[src/logic/dxc_pkg.sv]
package dxc_pkg;

	// Host I/O port addresses
	localparam logic [15:0] FUNC_PORT_ADDR = 16'h0018;
	localparam logic [15:0] EXEC_PORT_ADDR = 16'h001A;

	// Function byte layout
	localparam int CMD_MSB = 7;
	localparam int CMD_LSB = 4;
	localparam int CH_MSB  = 2;
	localparam int CH_LSB  = 0;

	// Command codes
	localparam logic [3:0] CMD_IO_ADDR  = 4'h0;
	localparam logic [3:0] CMD_MA_WRITE = 4'h2;
	localparam logic [3:0] CMD_MA_READ  = 4'h3;
	localparam logic [3:0] CMD_TC_WRITE = 4'h4;
	localparam logic [3:0] CMD_TC_READ  = 4'h5;
	localparam logic [3:0] CMD_STATUS   = 4'h6;
	localparam logic [3:0] CMD_MODE     = 4'h7;
	localparam logic [3:0] CMD_ARB      = 4'h8;
	localparam logic [3:0] CMD_MASK_SET = 4'h9;
	localparam logic [3:0] CMD_MASK_CLR = 4'hA;
	localparam logic [3:0] CMD_MCLEAR   = 4'hD;

	// Arbitration level that parks a virtual channel
	localparam logic [3:0] ARB_INACTIVE = 4'h4;

	// Reset values
	localparam logic [7:0]  FUNC_RST   = 8'h00;
	localparam logic [7:0]  MASK_RST   = 8'hFF;
	localparam logic [7:0]  STAT_RST   = 8'h00;
	localparam logic [7:0]  MODE_RST   = 8'h00;
	localparam logic [23:0] MA_RST     = 24'h000000;
	localparam logic [15:0] TC_RST     = 16'h0000;
	localparam logic [15:0] IOA_RST    = 16'h0000;
	localparam logic [3:0]  ARB0_RST   = 4'h0;
	localparam logic [3:0]  ARB4_RST   = 4'h4;
	localparam logic [1:0]  PTR_RST    = 2'h0;
	localparam logic [7:0]  RDATA_RST  = 8'h00;

	// One host I/O cycle, valid for one clock
	typedef struct packed {
		logic        wr;
		logic        rd;
		logic [15:0] addr;
		logic [7:0]  data;
	} dxc_io_req_t;

	// Completion events from the transfer engine
	typedef struct packed {
		logic [7:0] tc;
		logic [7:0] req;
	} dxc_event_t;

endpackage

[src/logic/dxc_ext_cmd.sv]
`timescale 1ns/1ps
// Functional notes
// Command 8 selects the arbitration level; only channels 0 and 4 carry one.
// Level 1-3 or 5-7 makes the channel active; level 4 makes it inactive.
// Port 0018 takes the function byte, 001A executes; 0019 and 001B do nothing.
// Any write to the function port clears the byte pointer.
// Every execute port access steps the byte pointer by one.
// Execute read returns a register byte; execute write stores one.
// Mask set, mask clear and master clear act on the function write.
// Commands 2 and 3 write and read the 24-bit memory address bytewise.
// Commands 4 and 5 write and read the 16-bit transfer count bytewise.
// Command 0 is the I/O address, 6 reads status, 7 is the mode.
// Commands 9 and A change only the named channel's mask bit.
// Function byte: command in 7-4, zero in 3, channel in 2-0.
// Arbitration level is four low bits; value F is reserved.
// Status read clears the terminal count and request flags of the group read (channels 0-3 or 4-7); reset clears all.
// Reset or master clear sets every mask bit.
// Reserved commands change nothing; execute reads under them give zero.
// Pointer zero selects the least significant byte.
module dxc_ext_cmd
(
	input  wire logic               REF_CLK,
	input  wire logic               RST_B,
	input  wire dxc_pkg::dxc_io_req_t IO_REQ,
	input  wire dxc_pkg::dxc_event_t  EVENTS,
	output logic [7:0]              IO_RDATA,
	output logic [7:0]              MASK,
	output logic [3:0]              ARB_LEVEL0,
	output logic [3:0]              ARB_LEVEL4,
	output logic [1:0]              CH_ACTIVE,
	output logic                    MCLR_PULSE
);

	function automatic logic [7:0] get_byte(input logic [23:0] v, input logic [1:0] p);
		case (p)
			2'h0: get_byte = v[7:0];
			2'h1: get_byte = v[15:8];
			2'h2: get_byte = v[23:16];
			default: get_byte = 8'h00;
		endcase
	endfunction

	function automatic logic [23:0] put_byte(input logic [23:0] v, input logic [1:0] p,
		input logic [7:0] b);
		put_byte = v;
		case (p)
			2'h0: put_byte[7:0] = b;
			2'h1: put_byte[15:8] = b;
			2'h2: put_byte[23:16] = b;
			default: put_byte = v;
		endcase
	endfunction

	function automatic logic [15:0] put_half(input logic [15:0] v, input logic [1:0] p,
		input logic [7:0] b);
		logic [23:0] w;
		w = put_byte({8'h00, v}, p, b);
		put_half = w[15:0];
	endfunction

	function automatic logic level_active(input logic [3:0] l);
		level_active = (l >= 4'h1 && l <= 4'h3) || (l >= 4'h5 && l <= 4'h7);
	endfunction

	logic [7:0]  func;
	logic [1:0]  ptr;
	logic [7:0]  stat      [2];
	logic [7:0]  mode      [8];
	logic [23:0] mem_addr  [8];
	logic [15:0] xfer_cnt  [8];
	logic [15:0] io_addr   [8];
	logic [7:0]  next_func;
	logic [1:0]  next_ptr;
	logic [7:0]  next_stat     [2];
	logic [7:0]  next_mode     [8];
	logic [23:0] next_mem_addr [8];
	logic [15:0] next_xfer_cnt [8];
	logic [15:0] next_io_addr  [8];
	logic [7:0]  next_mask;
	logic [3:0]  next_arb0;
	logic [3:0]  next_arb4;
	logic [7:0]  next_rdata;
	logic        next_mclr;
	logic        wr_func;
	logic        ex_wr;
	logic        ex_rd;
	logic [3:0]  cmd;
	logic [2:0]  ch;
	logic [3:0]  new_cmd;
	logic [2:0]  new_ch;
	logic        stat_rd;

	// Only the function and execute ports decode; neighbours are ignored
	assign wr_func = IO_REQ.wr && IO_REQ.addr == dxc_pkg::FUNC_PORT_ADDR;
	assign ex_wr   = IO_REQ.wr && IO_REQ.addr == dxc_pkg::EXEC_PORT_ADDR;
	assign ex_rd   = IO_REQ.rd && IO_REQ.addr == dxc_pkg::EXEC_PORT_ADDR;
	assign cmd     = func[dxc_pkg::CMD_MSB:dxc_pkg::CMD_LSB];
	assign ch      = func[dxc_pkg::CH_MSB:dxc_pkg::CH_LSB];
	assign new_cmd = IO_REQ.data[dxc_pkg::CMD_MSB:dxc_pkg::CMD_LSB];
	assign new_ch  = IO_REQ.data[dxc_pkg::CH_MSB:dxc_pkg::CH_LSB];
	assign stat_rd = ex_rd && cmd == dxc_pkg::CMD_STATUS;

	always_comb
	begin
		next_func     = func;
		next_ptr      = ptr;
		next_mode     = mode;
		next_mem_addr = mem_addr;
		next_xfer_cnt = xfer_cnt;
		next_io_addr  = io_addr;
		next_mask     = MASK;
		next_arb0     = ARB_LEVEL0;
		next_arb4     = ARB_LEVEL4;
		next_rdata    = IO_RDATA;
		next_mclr     = 1'b0;
		// New events win over the clear of a status read
		for (int g = 0; g < 2; g++)
		begin
			next_stat[g] = (stat_rd && ch[2] == g[0]) ? dxc_pkg::STAT_RST : stat[g];
			next_stat[g] = next_stat[g] | {EVENTS.req[g*4 +: 4], EVENTS.tc[g*4 +: 4]};
		end
		if (wr_func)
		begin
			next_func = IO_REQ.data;
			next_ptr  = dxc_pkg::PTR_RST;
			case (new_cmd)
				dxc_pkg::CMD_MASK_SET: next_mask[new_ch] = 1'b1;
				dxc_pkg::CMD_MASK_CLR: next_mask[new_ch] = 1'b0;
				dxc_pkg::CMD_MCLEAR:
				begin
					next_mask = dxc_pkg::MASK_RST;
					next_mclr = 1'b1;
				end
				default: next_mask = MASK;
			endcase
		end
		else if (ex_wr || ex_rd)
		begin
			next_ptr = ptr + 2'h1;
		end
		if (ex_wr)
		begin
			// Byte at pointer, least significant first; mode and arbitration ignore the pointer
			case (cmd)
				dxc_pkg::CMD_IO_ADDR:
					next_io_addr[ch] = put_half(io_addr[ch], ptr, IO_REQ.data);
				dxc_pkg::CMD_MA_WRITE:
					next_mem_addr[ch] = put_byte(mem_addr[ch], ptr, IO_REQ.data);
				dxc_pkg::CMD_TC_WRITE:
					next_xfer_cnt[ch] = put_half(xfer_cnt[ch], ptr, IO_REQ.data);
				dxc_pkg::CMD_MODE:
					next_mode[ch] = IO_REQ.data;
				dxc_pkg::CMD_ARB:
				begin
					if (ch == 3'h0)
						next_arb0 = IO_REQ.data[3:0];
					else if (ch == 3'h4)
						next_arb4 = IO_REQ.data[3:0];
				end
				default: next_mode = mode;
			endcase
		end
		if (ex_rd)
		begin
			case (cmd)
				dxc_pkg::CMD_IO_ADDR: next_rdata = get_byte({8'h00, io_addr[ch]}, ptr);
				dxc_pkg::CMD_MA_READ: next_rdata = get_byte(mem_addr[ch], ptr);
				dxc_pkg::CMD_TC_READ: next_rdata = get_byte({8'h00, xfer_cnt[ch]}, ptr);
				dxc_pkg::CMD_STATUS:  next_rdata = stat[ch[2]];
				dxc_pkg::CMD_MODE:    next_rdata = mode[ch];
				dxc_pkg::CMD_ARB:
					next_rdata = (ch == 3'h0) ? {4'h0, ARB_LEVEL0} :
						(ch == 3'h4) ? {4'h0, ARB_LEVEL4} : 8'h00;
				default: next_rdata = 8'h00;
			endcase
		end
	end

	always_ff @(posedge REF_CLK)
	begin
		if (!RST_B)
		begin
			func       <= dxc_pkg::FUNC_RST;
			ptr        <= dxc_pkg::PTR_RST;
			stat       <= '{default: dxc_pkg::STAT_RST};
			mode       <= '{default: dxc_pkg::MODE_RST};
			mem_addr   <= '{default: dxc_pkg::MA_RST};
			xfer_cnt   <= '{default: dxc_pkg::TC_RST};
			io_addr    <= '{default: dxc_pkg::IOA_RST};
			MASK       <= dxc_pkg::MASK_RST;
			ARB_LEVEL0 <= dxc_pkg::ARB0_RST;
			ARB_LEVEL4 <= dxc_pkg::ARB4_RST;
			CH_ACTIVE  <= {level_active(dxc_pkg::ARB4_RST), level_active(dxc_pkg::ARB0_RST)};
			IO_RDATA   <= dxc_pkg::RDATA_RST;
			MCLR_PULSE <= 1'b0;
		end
		else
		begin
			func       <= next_func;
			ptr        <= next_ptr;
			stat       <= next_stat;
			mode       <= next_mode;
			mem_addr   <= next_mem_addr;
			xfer_cnt   <= next_xfer_cnt;
			io_addr    <= next_io_addr;
			MASK       <= next_mask;
			ARB_LEVEL0 <= next_arb0;
			ARB_LEVEL4 <= next_arb4;
			CH_ACTIVE  <= {level_active(next_arb4), level_active(next_arb0)};
			IO_RDATA   <= next_rdata;
			MCLR_PULSE <= next_mclr;
		end
	end
endmodule

[config.mk]
export PLATFORM = sky130hd
export DESIGN_NAME = dxc_ext_cmd
export DESIGN_NICKNAME = d
export VERILOG_FILES = /design/src/logic/dxc_pkg.sv /design/src/logic/dxc_ext_cmd.sv
export SDC_FILE = /design/constraint.sdc
export NUM_CORES = 1
export LEC_CHECK = 0
export BUFFER_PORTS_ARGS = -buffer_cell sky130_fd_sc_hd__buf_2
export CAP_MARGIN = 20
export CORE_UTILIZATION = 30
export CTS_CLUSTER_DIAMETER = 150
export CTS_CLUSTER_SIZE = 12
export DETAILED_ROUTE_END_ITERATION = 10
export GPL_TIMING_DRIVEN = 0
export HOLD_SLACK_MARGIN = 0.06
export SLEW_MARGIN = 5
export SYNTH_ARGS = -nofsm -noshare
export SYNTH_HDL_FRONTEND = slang
export SYNTH_SLANG_ARGS = --single-unit
[constraint.sdc]
create_clock -name REF_CLK -period 6.8 [get_ports REF_CLK]
set_input_delay 1.36 -clock REF_CLK [delete_from_list [all_inputs] [get_ports REF_CLK]]
set_output_delay 1.36 -clock REF_CLK [all_outputs]
set_load 0.05 [all_outputs]
==> Word-level counts from Yosys, hierarchy flattened <==
Index checks and enable logic that the tools add are counted.
{ "classes": {"n_bitwise": 9, "eq_ne": 15, "reduce_logical": 26, "n_addsub": 1, "mux": 65, "order_cmp": 13} }
{ "ops": {"columns": ["operator", "n"], "rows": [
  ["$bwmux W128", 2],
  ["$mux W8", 29],
  ["$bwmux W192", 1],
  ["$bmux W16 S3", 2],
  ["$mux W16", 5],
  ["$bmux W24 S3", 1],
  ["$demux W24 S3", 1],
  ["$mux W24", 3],
  ["$bwmux W64", 1],
  ["$demux W16 S3", 1],
  ["$pmux W8 S3", 2],
  ["$pmux W8 S6", 1],
  ["$mux W4", 9],
  ["$eq A16 B5 Y1 const B", 2],
  ["$pmux W8 S2", 2],
  ["$bmux W8 S3", 1],
  ["$demux W8 S3", 1],
  ["$or A8 B8 Y8", 3],
  ["$eq A4 B3 Y1 const B", 4],
  ["$eq A4 B4 Y1 const B", 4],
  ["$logic_and A1 B1 Y1", 12],
  ["$reduce_and A2 Y1", 6],
  ["$and A8 B8 Y8", 1],
  ["$eq A4 B2 Y1 const B", 2],
  ["other kinds (25)", 33]
]} }
{ "word_totals": {"wordCells": 171, "out_inout_bits": 27, "regBits": 565, "inputBits": 44} }

==> Logic depth before layout (Yosys ltp) <==
{ "logic_depth": {"ltp_word": 8, "depth_mapped": 11, "depth_no_buf": 7} }

==> Least setup slack after synthesis <==
Ideal clock, no wire load.
{ "synth_path": {"kind": "input port to flip-flop", "startpoint": "input IO_REQ[20] (netlist bit)", "endpoint": "register io_addr[108] (netlist bit)", "n_path_buf": 4, "t_arrival_ns": 3.014, "slack_ns": 3.670, "setup_time_ns": 0.116, "stages": 10, "required_ns": 6.684, "path_cell_list": "nor4_1 -> and4_1 -> buf_4 -> nand4_2 -> buf_6 -> or2_1 -> clkbuf_1 -> buf_2 -> nand2_1 -> a21boi_1"} }
{ "synth_via": {"elab_chain_cells": 3} }
{ "synth_rtl": {"columns": ["element", "line", "rtl"], "rows": [
  ["start: declaration", "dxc_ext_cmd.sv:24", "input wire dxc_pkg::dxc_io_req_t IO_REQ,"],
  ["$eq A16 B5 Y1", "dxc_ext_cmd.sv:95", "assign ex_wr = IO_REQ.wr && IO_REQ.addr == dxc_pkg::EXEC_PORT_ADDR;"],
  ["$logic_and A1 B1 Y1", "dxc_ext_cmd.sv:95", null],
  ["$reduce_and A2 Y1 (no source line)", null, null],
  ["end signal: assignment", "dxc_ext_cmd.sv:205", "io_addr <= next_io_addr;"],
  ["end: declaration", "dxc_ext_cmd.sv:71", "logic [15:0] io_addr [8];"]
]} }
Every way passes these cells.
A chain may end at the register's enable or synchronous reset.

==> Worst setup path in the final report <==
{ "layout_path": {"startpoint": "register func[1]", "endpoint": "register IO_RDATA[2]"} }
{ "layout_via": {"elab_chain_cells": 6, "word_cells_on_any_way": 21, "classes_between": "1 x eq/ne; 18 x mux; 1 x bitwise; 1 x reduce/logical"} }
{ "layout_rtl": {"columns": ["element", "line", "rtl"], "rows": [
  ["start: declaration", "dxc_ext_cmd.sv:65", "logic [7:0] func;"],
  ["start signal: assignment", "dxc_ext_cmd.sv:183", "func <= dxc_pkg::FUNC_RST;"],
  ["start signal: assignment", "dxc_ext_cmd.sv:199", "func <= next_func;"],
  ["$not A3 Y4 (implied by the code)", null, null],
  ["$bmux W24 S3 (tied with other cells)", "dxc_ext_cmd.sv:167", "dxc_pkg::CMD_MA_READ: next_rdata = get_byte(mem_addr[ch], ptr);"],
  ["$mux W24 (implied by the code) (tied with other cells) (2 in a row)", "dxc_ext_cmd.sv:167", null],
  ["$pmux W8 S3 or $pmux W8 S2 (tied branches)", "dxc_ext_cmd.sv:35", "case (p)"],
  ["$pmux W8 S6 (*)", "dxc_ext_cmd.sv:165", "case (cmd)"],
  ["end signal: assignment", "dxc_ext_cmd.sv:194", "IO_RDATA <= dxc_pkg::RDATA_RST;"],
  ["end signal: assignment", "dxc_ext_cmd.sv:210", "IO_RDATA <= next_rdata;"],
  ["end: declaration", "dxc_ext_cmd.sv:26", "output logic [7:0] IO_RDATA,"]
]} }
Every way passes the cells marked *; elsewhere a longest branch is shown, timed or not. The select of a mux whose other input is x is not followed.

==> out/metrics.sh <==
RUN_STATUS='completed'
LAYOUT.CELLS.MOST_COMMON_LIST='nand2_1 (1,088), dfxtp_1 (564), a21boi_0 (384)'
CLK-INSERTION-DELAY-LATE_NS=0.63
CLK_PATH_BUF_DEPTH=3
GRTUSAGEMET2_PCT=37.0
DIEWIDTH_UM=301
GRT-OVFL-TOTAL=0
R2R_SLACK_NS=3.12
MOST_COMMON_CELL_AFTER_LAYOUT_FILL_AND_TAPS_ASIDE='nand2_1'
FINALWEIGHTEDCONGESTION=1.03
SYNTH_AREA_PER_CELL_UM2=8.44
DRC_ERRORS=0
SYNTH_AREA_LEADER_CELL='dfxtp_1'
BOUNDARYPINS=71
FINALSETUPVIOLATIONS=0
CRIT_ARRIVAL_NS=4.17
FINAL_INSTANCE_COUNT_WITHOUT_FILLER_CELLS=4458
LARGEST_NET_DEGREE_AT_THE_START_OF_GLOBAL_ROUTING=13
LEAKAGE_nW=9.39
CTS_INSERTED_BUFFERS=52
SYNTH-SEQ-CELLS=564
YOSYS_WARNINGS=0
SYNTH_FP_NETS=3217
POST-ROUTE-PERIOD-UTIL_PCT=54.1
WIRELENGTH_UM=113000
ANT_NETS=0
GRT.MET1_USAGE_PCT=32.5
GRT_FIRST_PASS_WIRELENGTH_UM=162000
DIE_HEIGHT_UM=301
FILLCELLCOUNT=9300
CORE.ROWCOUNT=109
CRITICAL_PATH.STARTPOINT_TYPE='register'
CLK_TRANSITION_REPORTED_PATHS_NS=0.07
FINAL_CELL_AREA_MM2=0.0299
SYNTHCELLS=3169
SYNTH_EDF_COUNT=0
EFFECTIVE_UTILIZATION_AT_FLOORPLAN_PCT=30.3
GRT_USE_TOTAL_PCT=24.4
CATEGORY_OF_THE_WORST_SETUP_PATH_CAPTURE_POINT='register'
DIE_AREA_MM2=0.0904
ANTENNA_FOUND_INITIAL=4
HTREE_LEVELS=2
CTS.SINK_COUNT=564
POST_CTS.REPAIR.SETUP_BUFFERS=0
TIMING_HOLD_VIOLATIONS_FINAL=0
SYN_TO_FINAL_GROWTH_PCT=11.7
DETAILED_PLACE.AREA_MM2=0.0285
CTS_HOLD_BUFFERS=0
SYNTH.TOP_CELL.AREA_SHARE_PCT=42.2
SLEW_VIOL_FINAL=0
DRIVE_ABOVE_1_SHARE_PCT=12.0
CAP_VIOLATIONS=0
AREA.SEQUENTIAL_MM2=0.0113
CRITICAL_PATH_REQUIRED_NS=7.29
IR_DROP_mV=0.163
CRITICAL_PATH_CLASS='reg2reg'
WORST-PATH-MAX-FANOUT=10
TOP_REG_CELL_SYNTH='dfxtp_1'
DETAILEDPLACEMENTHPWL_UM=80100
TIMING.SLEW.HEADROOM_PCT=14.8
SEQ_TOTAL_AREA_YOSYS_PCT=42.2
FIRST_GLOBAL_VIAS=23203
LAYER_WITH_THE_HIGHEST_USAGE='met2'
SYNTHDISTINCTLIBCELLS=78
CTS.REPAIR.RESIZED=0
HOLD_WS_NS=0.445
FINAL.SETUP.TNS_NS=0
HOLD_PATH_CLASS='reg2reg'
DP.CELLS=4401
CLOCK_TREE_FROM_TRITONCTS='built'
FIN_NETS=3339
DRT_FIRST_PASS_ITERS=6
LAYOUT_MIN_CYCLE_TIME_NS=3.68
NETLIST_TOP_CELLS_AREA='dfxtp_1 (42%), nand2_1 (15%), a21boi_0 (11%), mux2i_1 (4.2%), a21boi_1 (3.6%)'
DETAIL_ROUTE.WL_PER_CELL_UM=25.4
COREAREA_MM2=0.0884
DETAILROUTE.VIA_COUNT=24961
MULTI_INPUT_AREA_MM2=0.0141
WORST_SLEW_PIN_SLEW_NS=1.28
DRT_FIRST_ITER_VIOLATIONS=2941
POST_LAYOUT_TOTAL_POWER_W=0.00619
SYN-CELL-AREA_MM2=0.0268
GRT_UTIL_MET3_PCT=5.67
PORT-BUFFER-COUNT=67
FMAX_MHz=272
GRT_SETUP_UNREPAIRED='false'
ASYNCSETRESETFLOPFRACSYNTH_PCT=0
DRT-VIAS-PER-INSTANCE=5.60
CLOCKROOTBUFFER='clkbuf_16'
FINALCLOCKSKEW_NS=0.0213
POWER_DENSITY_mW_PER_MM2=207
## cell families after synthesis
family,Yosys count,synth area share (%)
AOI/OAI and AO/OA,820,22.5
xor gates and xnor gates,1,0.0327
adders and majority gates,4,0.187
buffers and inverters,266,5.11
DFF,564,42.2
muxes,185,8.92
and+or+nand+nor,1329,21.0
## area by class of cell
cell class,count,area share (%)
repair buffers,68,1.16
diodes,3,0.0251
flip-flops and latches,564,37.8
inverters,18,0.226
plain buffers,248,4.35
well taps,1165,4.88
multi-input cells,2339,47.2
clock buffers,53,4.44
## cell usage after synthesis, drive strengths merged (22+ instances only)
| master | count |
|---|---|
| o21ai | 65 |
| a21oi | 45 |
| a221oi | 28 |
| mux2i | 112 |
| mux2 | 34 |
| dfxtp | 564 |
| nor2b | 28 |
| a21boi | 511 |
| mux4 | 39 |
| clkbuf | 117 |
| a221o | 22 |
| o22ai | 46 |
| nor2 | 75 |
| nand2 | 1088 |
| a22oi | 27 |
| buf | 131 |
| nand3 | 46 |
## registers in the layout, summed over array words and instances, names as in the netlist
| signal | count |
|---|---|
| ARB_LEVEL0 | 4 |
| ARB_LEVEL4 | 4 |
| CH_ACTIVE | 2 |
| IO_RDATA | 8 |
| MASK | 8 |
| MCLR_PULSE | 1 |
| func | 7 |
| io_addr | 128 |
| mem_addr | 192 |
| mode | 64 |
| ptr | 2 |
| stat | 16 |
| xfer_cnt | 128 |
## worst paths after layout
| kind | startpoint | endpoint | cells past startpoint |
|---|---|---|---|
| worst max-delay path | func[1] | IO_RDATA[2] | 9 |
| worst min-delay path | xfer_cnt[55] | xfer_cnt[55] | 2 |
| worst max register to register | func[1] | IO_RDATA[2] | 9 |
| worst min register to register | xfer_cnt[55] | xfer_cnt[55] | 2 |
## through the flow
step	util [%]	setup WS, ns
floorplan	-	3.67
global route	33.8	3.12
CTS	33.8	3.28
finish	33.8	3.12
detailed placement	32.3	2.64
global placement	32.3	2.66
## power by group
group          total [W]  leakage, nW  internal (W)  switching [W]
logic           0.000222         4.19     0.0000678       0.000154
clock network    0.00266        0.653       0.00136        0.00129
registers        0.00331         4.55       0.00331     0.00000350
## critical path, stage by stage (launching register included)
cell      delay [ns]
dfxtp_1         0.33
buf_6           0.18
and2_1          0.16
clkbuf_1        0.76
clkbuf_1        0.83
a22oi_1         0.44
nand3_1         0.30
o221ai_1        0.18
nor2_1          0.24
a21oi_1         0.10
## layer usage
| metal | share of wire, % | vias to the layer above |
|---|---|---|
| li1 | - | 11056 |
| met1 | 41 | 12111 |
| met2 | 43 | 1480 |
| met3 | 11 | 312 |
| met4 | 5.2 | 2 |
| met5 | 0.011 | - |
No activity file was read; power rests on OpenSTA's default activity.
